**config.mk**
```make
export PLATFORM = sky130hd
export DESIGN_NAME = lhp_port
export DESIGN_NICKNAME = d
export VERILOG_FILES = /design/src/lhp_pkg.sv /design/src/lhp_port.sv /design/src/lhp_mem.sv
export SDC_FILE = /design/constraint.sdc
export NUM_CORES = 1
export LEC_CHECK = 0
export BUFFER_PORTS_ARGS = -buffer_cell sky130_fd_sc_hd__buf_4
export CAP_MARGIN = 20
export CORE_MARGIN = 4
export CORE_UTILIZATION = 60
export CTS_BUF_LIST = sky130_fd_sc_hd__clkbuf_8
export DETAILED_ROUTE_END_ITERATION = 10
export MAX_ROUTING_LAYER = met4
export PLACE_DENSITY = 0.84
export RECOVER_POWER = 100
export SKIP_LAST_GASP = 1
export SLEW_MARGIN = 25
export SYNTH_ARGS = -nofsm -noshare
export SYNTH_HDL_FRONTEND = slang
export SYNTH_SLANG_ARGS = --single-unit
```
**constraint.sdc**
```tcl
create_clock -name mclk -period 4 [get_ports mclk]
set_clock_uncertainty 0.15 [all_clocks]
set_input_delay 0.4 -clock mclk [delete_from_list [all_inputs] [get_ports mclk]]
set_output_delay 0.4 -clock mclk [all_outputs]
set_load 0.01 [all_outputs]
```
**src/lhp_pkg.sv**
```systemverilog
// Shared constants for the LAN controller DMA host port
package lhp_pkg;
  localparam int         FIFO_DEPTH    = 16;    // Bytes per FIFO
  localparam int         PTR_W         = 4;     // FIFO pointer width
  localparam int         CNT_W         = 5;     // FIFO fill count width
  localparam int         ENTRY_W       = 9;     // Byte plus end-of-frame bit
  localparam logic [4:0] FIFO_FULL_CNT = 5'h10; // Count when a FIFO is full
  // Register addresses on the command/status bus
  localparam logic [2:0] ADDR_IRQ      = 3'h0;  // Enable mask / event flags
  localparam logic [2:0] ADDR_FIFO     = 3'h1;  // Flush command / FIFO state
  // Event bit positions
  localparam int         EV_TX_DONE    = 0;
  localparam int         EV_RX_DONE    = 1;
  localparam int         EV_COLL16     = 2;
  localparam int         EV_RX_BAD     = 3;
  localparam int         EV_W          = 4;
  // Flush command bit positions
  localparam int         FL_TX         = 0;
  localparam int         FL_RX         = 1;
  // Values after reset
  localparam logic [3:0] IRQ_EN_RST    = 4'h0;
  localparam logic [3:0] EVENTS_RST    = 4'h0;
  // Cycles the receive discard output stays high
  localparam logic [3:0] DISCARD_CYC   = 4'h8;
endpackage

```
**src/lhp_port.sv**
```systemverilog
// Host port: DMA FIFO bus, command/status bus, interrupt, discard
//
// Functional notes
// - Transmit request high while transmit FIFO not full
// - Transmit request drops when FIFO fills, ending burst
// - Receive request high while receive FIFO holds data
// - Receive request drops when receive FIFO empties
// - Byte FIFO bus driven only on receive reads
// - Separate command/status bus, three address inputs
// - Command write: select and write both low
// - Status read: select and read low, drive byte
// - Interrupt high on any enabled condition
// - Each interrupt condition has its own enable
// - Status read clears interrupt automatically
// - End-of-frame line follows direction, marks last byte
// - Discard output high after bad frame or fragment
// - Sixteen consecutive collisions can raise interrupt
`timescale 1ns/1ns
module lhp_port
  import lhp_pkg::*;
(
  input  wire logic       mclk,
  input  wire logic       rst,
  input  wire logic [7:0] fifo_data_bus_in,
  output logic      [7:0] fifo_data_bus_out,
  output logic            fifo_data_bus_oe,
  input  wire logic       tx_channel_ack,
  input  wire logic       rx_channel_ack,
  input  wire logic       tx_fifo_write_n,
  input  wire logic       rx_fifo_read_n,
  output logic            tx_space_request,
  output logic            rx_data_request,
  input  wire logic       transfer_done_n_in,
  output logic            transfer_done_n_out,
  output logic            transfer_done_n_oe,
  input  wire logic [7:0] cmd_status_bus_in,
  output logic      [7:0] cmd_status_bus_out,
  output logic            cmd_status_bus_oe,
  input  wire logic [2:0] addr,
  input  wire logic       cs_n,
  input  wire logic       rd_n,
  input  wire logic       wr_n,
  output logic            irq,
  output logic            rx_discard,
  output logic      [7:0] tx_byte,
  output logic            tx_byte_last,
  output logic            tx_byte_valid,
  input  wire logic       tx_byte_ready,
  input  wire logic [7:0] rx_byte,
  input  wire logic       rx_byte_last,
  input  wire logic       rx_byte_valid,
  output logic            rx_byte_ready,
  input  wire logic       tx_frame_sent,
  input  wire logic       rx_frame_ok,
  input  wire logic       tx_coll16,
  input  wire logic       rx_bad_frame
);
  // Strobe tracking
  logic             tx_wr_act;   // Transmit write strobe qualified by ack
  logic             tx_wr_act_q; // Previous cycle
  logic             tx_take;     // First cycle of a transmit write
  logic             rx_rd_act;   // Receive read strobe qualified by ack
  logic             rx_rd_act_q; // Previous cycle
  logic             rx_end;      // End of a receive read
  logic             cw_act_q;    // Command write strobe seen in the previous cycle
  logic             cw_take;     // First cycle of a command write
  logic             sr_act;      // Status read in progress
  logic             sr_act_q;    // Previous cycle
  logic             sr_end;      // End of a status read
  // Transmit FIFO
  logic [PTR_W-1:0] tx_wp_q;     // Write pointer
  logic [PTR_W-1:0] tx_rp_q;     // Read pointer
  logic [CNT_W-1:0] tx_cnt_q;    // Fill count
  logic             tx_push;     // Byte enters
  logic             tx_pop;      // Byte leaves to link
  logic [ENTRY_W-1:0] tx_head;   // Head entry
  // Receive FIFO
  logic [PTR_W-1:0] rx_wp_q;     // Write pointer
  logic [PTR_W-1:0] rx_rp_q;     // Read pointer
  logic [CNT_W-1:0] rx_cnt_q;    // Fill count
  logic             rx_push;     // Byte arrives from link
  logic             rx_pop;      // Byte read by DMA
  logic [ENTRY_W-1:0] rx_head;   // Head entry
  // Registers
  logic [EV_W-1:0]  irq_en_q;    // Interrupt enable mask
  logic [EV_W-1:0]  events_q;    // Sticky event flags
  logic [EV_W-1:0]  ev_set;      // Events raised this cycle
  logic             tx_flush;    // Software flush of transmit FIFO
  logic             rx_flush;    // Software flush of receive FIFO
  logic             rx_clear;    // Receive FIFO cleared
  logic [3:0]       disc_cnt_q;  // Discard pulse length counter
  logic [7:0]       rd_val;      // Addressed status byte

  // Strobe decode; the DMA side gates strobes with its acks
  assign tx_wr_act = tx_channel_ack & ~tx_fifo_write_n;
  assign rx_rd_act = rx_channel_ack & ~rx_fifo_read_n;
  assign tx_take   = tx_wr_act & ~tx_wr_act_q;
  assign rx_end    = rx_rd_act_q & ~rx_rd_act;
  assign cw_take   = ~cs_n & ~wr_n & ~cw_act_q;
  assign sr_act    = ~cs_n & ~rd_n;
  assign sr_end    = sr_act_q & ~sr_act;

  // Strobe history
  always_ff @(posedge mclk) begin
    if (rst) begin
      tx_wr_act_q <= 1'b0;
      rx_rd_act_q <= 1'b0;
      cw_act_q    <= 1'b0;
      sr_act_q    <= 1'b0;
    end else begin
      tx_wr_act_q <= tx_wr_act;
      rx_rd_act_q <= rx_rd_act;
      cw_act_q    <= ~cs_n & ~wr_n;
      sr_act_q    <= sr_act;
    end
  end

  // Transmit FIFO control; writes to a full FIFO are dropped
  assign tx_push = tx_take & (tx_cnt_q != FIFO_FULL_CNT);
  assign tx_pop  = tx_byte_valid & tx_byte_ready;
  always_ff @(posedge mclk) begin
    if (rst || tx_flush) begin
      tx_wp_q  <= '0;
      tx_rp_q  <= '0;
      tx_cnt_q <= '0;
    end else begin
      if (tx_push) begin
        tx_wp_q <= tx_wp_q + 1'b1;
      end
      if (tx_pop) begin
        tx_rp_q <= tx_rp_q + 1'b1;
      end
      tx_cnt_q <= tx_cnt_q + CNT_W'(tx_push) - CNT_W'(tx_pop);
    end
  end

  // Transmit storage; end-of-frame sampled with the byte
  lhp_mem u_tx_mem (
    .mclk  (mclk),
    .we    (tx_push),
    .waddr (tx_wp_q),
    .wdata ({~transfer_done_n_in, fifo_data_bus_in}),
    .raddr (tx_pop ? tx_rp_q + 1'b1 : tx_rp_q),
    .rdata (tx_head)
  );

  // Request and link outputs
  assign tx_space_request = (tx_cnt_q != FIFO_FULL_CNT);
  assign tx_byte_valid    = (tx_cnt_q != '0);
  assign tx_byte          = tx_head[7:0];
  assign tx_byte_last     = tx_head[8];

  // Receive FIFO control; bad frames flush held data
  assign rx_byte_ready = (rx_cnt_q != FIFO_FULL_CNT);
  assign rx_push       = rx_byte_valid & rx_byte_ready;
  assign rx_pop        = rx_end & (rx_cnt_q != '0);
  assign rx_clear      = rx_flush | rx_bad_frame;
  always_ff @(posedge mclk) begin
    if (rst || rx_clear) begin
      rx_wp_q  <= '0;
      rx_rp_q  <= '0;
      rx_cnt_q <= '0;
    end else begin
      if (rx_push) begin
        rx_wp_q <= rx_wp_q + 1'b1;
      end
      if (rx_pop) begin
        rx_rp_q <= rx_rp_q + 1'b1;
      end
      rx_cnt_q <= rx_cnt_q + CNT_W'(rx_push) - CNT_W'(rx_pop);
    end
  end

  // Receive storage
  lhp_mem u_rx_mem (
    .mclk  (mclk),
    .we    (rx_push),
    .waddr (rx_wp_q),
    .wdata ({rx_byte_last, rx_byte}),
    .raddr (rx_pop ? rx_rp_q + 1'b1 : rx_rp_q),
    .rdata (rx_head)
  );

  // Receive request and FIFO bus drive
  assign rx_data_request   = (rx_cnt_q != '0);
  assign fifo_data_bus_out = rx_head[7:0];
  assign fifo_data_bus_oe  = rx_rd_act;
  // End-of-frame driven low only on the last byte of a receive read
  assign transfer_done_n_out = 1'b0;
  assign transfer_done_n_oe  = rx_rd_act & rx_head[8];

  // Command register writes
  assign tx_flush = cw_take & (addr == ADDR_FIFO) & cmd_status_bus_in[FL_TX];
  assign rx_flush = cw_take & (addr == ADDR_FIFO) & cmd_status_bus_in[FL_RX];
  always_ff @(posedge mclk) begin
    if (rst) begin
      irq_en_q <= IRQ_EN_RST;
    end else if (cw_take && (addr == ADDR_IRQ)) begin
      irq_en_q <= cmd_status_bus_in[EV_W-1:0];
    end
  end

  // Sticky events; a new event beats the clear from a status read
  always_comb begin
    ev_set             = '0;
    ev_set[EV_TX_DONE] = tx_frame_sent;
    ev_set[EV_RX_DONE] = rx_frame_ok;
    ev_set[EV_COLL16]  = tx_coll16;
    ev_set[EV_RX_BAD]  = rx_bad_frame;
  end
  always_ff @(posedge mclk) begin
    if (rst) begin
      events_q <= EVENTS_RST;
    end else if (sr_end) begin
      events_q <= ev_set;
    end else begin
      events_q <= events_q | ev_set;
    end
  end
  assign irq = |(events_q & irq_en_q);

  // Discard pulse after a bad frame or fragment
  always_ff @(posedge mclk) begin
    if (rst) begin
      disc_cnt_q <= '0;
    end else if (rx_bad_frame) begin
      disc_cnt_q <= DISCARD_CYC;
    end else if (disc_cnt_q != '0) begin
      disc_cnt_q <= disc_cnt_q - 1'b1;
    end
  end
  assign rx_discard = (disc_cnt_q != '0);

  // Status byte select; unmapped addresses read zero
  always_comb begin
    unique case (addr)
      ADDR_IRQ:  rd_val = {4'h0, events_q};
      ADDR_FIFO: rd_val = {3'h0, tx_cnt_q == FIFO_FULL_CNT,
                           tx_cnt_q == '0, rx_cnt_q == FIFO_FULL_CNT,
                           rx_cnt_q == '0, rx_discard};
      default:   rd_val = 8'h00;
    endcase
  end

  // Status byte taken on the first read cycle and held through the read
  always_ff @(posedge mclk) begin
    if (rst) begin
      cmd_status_bus_out <= 8'h00;
    end else if (sr_act && !sr_act_q) begin
      cmd_status_bus_out <= rd_val;
    end
  end
  assign cmd_status_bus_oe = sr_act_q & sr_act;
endmodule

```
**src/lhp_mem.sv**
```systemverilog
// Small FIFO storage with registered, write-first read data
`timescale 1ns/1ns
module lhp_mem
  import lhp_pkg::*;
(
  input  wire logic               mclk,
  input  wire logic               we,
  input  wire logic [PTR_W-1:0]   waddr,
  input  wire logic [ENTRY_W-1:0] wdata,
  input  wire logic [PTR_W-1:0]   raddr,
  output logic      [ENTRY_W-1:0] rdata
);
  logic [ENTRY_W-1:0] mem [FIFO_DEPTH]; // Storage array

  // Write port
  always_ff @(posedge mclk) begin
    if (we) begin
      mem[waddr] <= wdata;
    end
  end

  // Read register; a same-address write is passed straight through
  always_ff @(posedge mclk) begin
    if (we && (waddr == raddr)) begin
      rdata <= wdata;
    end else begin
      rdata <= mem[raddr];
    end
  end
endmodule

```
# [Word-level counts from Yosys, hierarchy flattened]
# Memory sizes are Yosys's and may differ from the RTL's. A register that Yosys moved wholly into a read port is not among the register bits.
# Cells that the tools add are included.
[word_totals] output_inout_bits=35 regBits=50 ramBits=288 mem_count=2 word_cells=85
[op_classes] muxes=10 n_reduce_logical=14 addsub=9 bitwise_logic=30 eq_ne=5
[memory_table] name="u_rx_mem.mem" depth=16 word_bits=9 rd=1 rd_ports_with_merged_regs=1 wr=1 line="lhp_mem.sv:13" rtl="logic [ENTRY_W-1:0] mem [FIFO_DEPTH];"
[memory_table] name="u_tx_mem.mem" depth=16 word_bits=9 rd=1 rd_ports_with_merged_regs=1 wr=1 line="lhp_mem.sv:13"
[op_table] cell="4-bit 2-to-1 mux" count=5
[op_table] cell="1-bit bitwise AND" count=17
[op_table] cell="4-bit by 1-bit adder with 4-bit output (second input constant)" count=4
[op_table] cell="5-bit by 1-bit adder with 5-bit output" count=2
[op_table] cell="5-bit equality test (second input constant)" count=2
[op_table] cell="5-bit logical NOT" count=2
[op_table] cell="5-bit != test (second input constant)" count=2
[op_table] cell="1-bit inverter" count=10
[op_table] cell="5-bit one-hot mux with 2 select lines" count=1
[op_table] cell="5-bit nonzero test" count=2
[op_table] cell="5-bit by 1-bit subtractor with 5-bit output" count=2
[op_table] cell="4-bit bitwise AND" count=1
[op_table] cell="1-bit 2-to-1 mux" count=4
[op_table] cell="4-bit OR" count=1
[op_table] cell="4-bit nonzero test" count=1
[op_table] cell="4-bit OR reduction" count=1
[op_table] cell="4-bit by 1-bit subtractor with 4-bit output (second input constant)" count=1
[op_table] cell="3-bit by 1-bit equality test with 1-bit output (second input constant)" count=1
[op_table] cell="3-bit logical NOT" count=1
[op_table] cell="1-bit logical AND" count=2
[op_table] cell="1-bit logical OR" count=2
[op_table] cell="2-bit nonzero test" count=1
[op_table] cell="2-bit OR reduction" count=1
[op_table] cell="1-bit logical NOT" count=1
[op_table] cell="1-bit OR" count=1

# [Depth between registers and ports, before layout]
[depth] ltp_word=7 mapped_depth=15 ltp_nobuf=14

# [Modules after synthesis]
# From an unflattened synthesis, not the netlist that was laid out.
[hier_totals] cells_unflattened=760 hier_area_um2=13708.1
[by_module_without_submodules] module="lhp_mem" area_each_um2=5680.4 instances=2 cells_each=249 seq_area_each_um2=4404.2
[by_module_without_submodules] module="lhp_port" area_each_um2=2347.3 instances=1 cells_each=262 seq_area_each_um2=940.9

# [Least setup slack after synthesis]
# No wires, ideal clock.
[synth_path] kind="flip-flop to flip-flop" startpoint="register rx_cnt_q[3]" endpoint="register rx_cnt_q[4]" n_path_buf=1 path_stages_with_launch=16 t_required_ns=3.720 setup_slack_ns=1.145 arrival_time_ns=2.575 path_cell_list="dfxtp_1 -> inv_1 -> ha_1 -> and4bb_2 -> inv_1 -> and2_1 -> buf_2 -> or2_2 -> nand2_1 -> ha_1 -> inv_1 -> fa_1 -> nand2b_1 -> a21oi_1 -> o21ai_0 -> nor3b_1"
[synth_between] elab_chain_cells=4 elab_cells_between_ends=6 classes_between="add/sub (2); eq/ne (1); bitwise (2); reduce/logical (1)"
[synth_lines] item="from (decl)" line="lhp_port.sv:80" rtl="logic [CNT_W-1:0] rx_cnt_q;"
[synth_lines] item="from (signal assigned)" line="lhp_port.sv:170" rtl="rx_cnt_q <= rx_cnt_q + CNT_W'(rx_push) - CNT_W'(rx_pop);"
[synth_lines] item="5-bit != test" line="lhp_port.sv:154" rtl="assign rx_byte_ready = (rx_cnt_q != FIFO_FULL_CNT);"
[synth_lines] item="via rx_byte_ready" line="lhp_port.sv:52" rtl="output logic rx_byte_ready,"
[synth_lines] item="1-bit bitwise AND" line="lhp_port.sv:155" rtl="assign rx_push = rx_byte_valid & rx_byte_ready;"
[synth_lines] item="5-bit by 1-bit adder with 5-bit output" line="lhp_port.sv:170"
[synth_lines] item="5-bit by 1-bit subtractor with 5-bit output" line="lhp_port.sv:170"
# The timed path passes the listed nets, and every way through them passes these cells.
# A chain may end at the register's enable or synchronous reset.

==> results.py <==
metrics = {
    "synth": {
        "post-synth-top-area-cell": "sky130_fd_sc_hd__edfxtp_1",
        "synthesis.yosys.warnings": 0,
        "edff_count_synth": 288,
        "synth-async-reset-ratio_pct": 0,
        "synth.yosys.seq_area_share_pct": 71.6,
        "synth_seq_cells": 343,
        "synth.top_cells.by_area": "sky130_fd_sc_hd__edfxtp_1 63%, sky130_fd_sc_hd__dfxtp_1 8.1%, sky130_fd_sc_hd__mux4_2 7.6%",
        "postSynthCellCount": 760,
        "post-synth-top-count-cell": "sky130_fd_sc_hd__edfxtp_1",
        "average_footprint_of_a_synthesized_cell_sq_um": 17.9,
        "synth_flop_cell": "sky130_fd_sc_hd__edfxtp_1",
        "synth.distinct_cells": 49,
        "synthTopCellsByCount": "288 x sky130_fd_sc_hd__edfxtp_1, 62 x sky130_fd_sc_hd__nor2_1, 55 x sky130_fd_sc_hd__dfxtp_1",
        "synth.top_cell.area_share_pct": 63.5,
        "syn-cell-area_sq_um": 13600,
    },
    "clock_tree": {
        "ctsRootBufferMaster": "sky130_fd_sc_hd__clkbuf_8",
        "clkLatencyLatePin_ns": 0.55,
        "ctsResizeCount": 0,
        "clk_pin_slew_ns": 0.06,
        "cts_max_level": 2,
        "clock_path_buffers": 3,
        "tritoncts_num_sinks": 343,
        "tritoncts.num_buffers": 52,
        "cts_tree": "built",
        "cts-hold-fix-buffers": 28,
        "postCtsSetupRepairBufs": 0,
    },
    "layout": {
        "insertedDiodeCount": 0,
        "areaGrowthSynthToFinish_pct": 13.2,
        "drive_gt1_share_pct": 15.5,
        "nets": 961,
        "final_core_utilization_pct": 69.8,
        "fin_area_sq_um": 15400,
    },
    "pwr": {
        "report.power.total_mw": 7.72,
        "power_leakage_nw": 5.22,
        "ir_drop_v": 0.000382,
        "power_density_nw_per_um2": 500,
    },
    "critical_path": {
        "critical_path.endpoint_type": "output port",
        "cp_data_arrival_time_ns": 2.90,
        "worst_ep_required_time_ns": 3.45,
        "start_kind": "flop",
        "timing_worst_setup_path_type": "reg2out",
        "timing.reg2reg.worst_path_depth": 13,
        "crit_path_max_fanout": 26,
    },
    "grt": {
        "first_global_vias": 7226,
        "maximum_number_of_pins_on_one_net_before_global_route_repair": 37,
        "first_pass_grt_wire_length_um": 40100,
        "global_route_overflow": 0,
        "grt_antenna_before_repair": 0,
        "globalRouteTotalUtil_pct": 21.8,
    },
    "timing": {
        "finalWorstPathRequiredPeriod_ns": 3.45,
        "fin_ws_ns": 0.551,
        "max_freq_ghz": 0.290,
        "final_hold_viol_count": 0,
        "fin_setup_tns_ns": 0,
        "grt_setup_unrepaired": "false",
        "share_of_the_clock_period_used_by_the_worst_path_pct": 86.2,
        "finalMaxSlewViolations": 0,
        "max_slew.worst_pin.slew_ns": 1.05,
        "relSlewSlack_pct": 29.8,
        "setup_violations": 0,
    },
    "routing": {
        "route.detailed.wl_per_inst_um": 21.3,
        "route.detailed.vias_per_inst": 5.89,
        "finalWirelength_um": 25900,
        "drtAntennaViolNets": 0,
        "drtIter0Drc": 644,
        "detail_route.first_pass.iterations": 5,
        "via_count": 7147,
        "drcViolationCount": 0,
    },
    "placement": {
        "buffers_on_ports": 70,
        "total_placed_instance_area_sq_um": 14400,
        "worst_case_setup_slack_after_placement_ns": 0.989,
        "gpl.final_weighted_congestion": 0.787,
        "detailed_place_hpwl_um": 16300,
    },
    "hold_path": {
        "min-delay-path-class": "in2reg",
        "hold_path_depth": 3,
    },
    "floorplan": {
        "fp.dieH_um": 159,
        "floorplan.die_area_sq_um": 25200,
        "row_count": 54,
        "initial_utilization_pct": 61.6,
        "boundaryPins": 79,
        "die_width_um": 159,
        "placeableCoreArea_sq_um": 22100,
    },
    "run": {
        "cap_viol_max_count": 0,
    },
    "run_status": {
        "outcome": "finished, final reports clean",
    },
}
## final timing paths
check                          from                endpoint  slack [ns]
max                            flop    fifo_data_bus_out[3]        0.55
min                  tx_channel_ack  tx_wr_act_q$_SDFF_PP0_        0.04
max reg2reg  tx_cnt_q[2]$_SDFF_PP0_  tx_cnt_q[4]$_SDFF_PP0_        0.79
min reg2reg   tx_rp_q[3]$_SDFF_PP0_                    flop        0.29
## state kept, by name, indices dropped and copies added, names as in the netlist, 4 cells and up, named ones only
register            count
tx_wp_q                 4
irq_en_q                4
events_q                4
tx_cnt_q                5
u_tx_mem.mem          144
tx_rp_q                 4
cmd_status_bus_out      5
u_rx_mem.mem          144
rx_cnt_q                5
disc_cnt_q              4
rx_rp_q                 4
rx_wp_q                 4
## layout by cell type (no fill, tap or decap), types with 23 or more instances in the layout
cell type / count
sky130_fd_sc_hd__mux4_2: 46
sky130_fd_sc_hd__nand2_1: 26
sky130_fd_sc_hd__buf_4: 23
sky130_fd_sc_hd__a22oi_1: 24
sky130_fd_sc_hd__edfxtp_1: 288
sky130_fd_sc_hd__nor2_1: 62
sky130_fd_sc_hd__dlygate4sd3_1: 28
sky130_fd_sc_hd__clkbuf_8: 53
sky130_fd_sc_hd__dfxtp_1: 53
sky130_fd_sc_hd__clkbuf_1: 58
sky130_fd_sc_hd__mux4_1: 24
sky130_fd_sc_hd__inv_1: 42
## cell type report
type	count	area, sq um
inverter	29	109
tap	280	350
multi-input combinational	353	3560
timing repair buffer	114	721
clock inverter	42	203
fill	1354	6670
clock buffer	53	729
sequential	343	9750
## kinds of logic after synthesis
family	synth area share [%]
flops	71.6
other cells	0.0275
compound gates	3.49
fa+ha+maj	2.31
buf+inv	2.31
mux	13.4
xor+xnor	1.29
simple gates	5.60
## stage by stage
stage | hold WS, ns | cells
2_1_floorplan | 0.270 | 763
6_report | 0.0392 | 1214
3_3_place_gp | 0.280 | 1091
3_5_place_dp | 0.292 | 1091
4_1_cts | 0.00126 | 1214
5_1_grt | 0.0278 | 1214
## critical path, cell delays in order, from the launching register on
cell	delay (ns)
sky130_fd_sc_hd__dfxtp_2	0.85
sky130_fd_sc_hd__buf_4	0.38
sky130_fd_sc_hd__mux4_1	0.59
sky130_fd_sc_hd__a221o_1	0.38
sky130_fd_sc_hd__clkbuf_1	0.13
## routing by layer
| metal | global-route usage [%] | routed length, um | vias up |
|---|---|---|---|
| li1 | - | - | 3261 |
| met1 | 30.5 | 10600 | 3548 |
| met2 | 33.9 | 13000 | 294 |
| met3 | 3.83 | 1820 | 44 |
| met4 | 5.65 | 467 | 0 |
| met5 | - | 0 | - |
## where the power goes
part	internal, mW	total, mW	leakage (nW)	switching, mW
sequential	3.96	4.06	3.05	0.102
combinational	0.554	1.09	1.65	0.540
clock	1.30	2.56	0.525	1.26
Note: power is estimated with default switching activity, not from simulation.
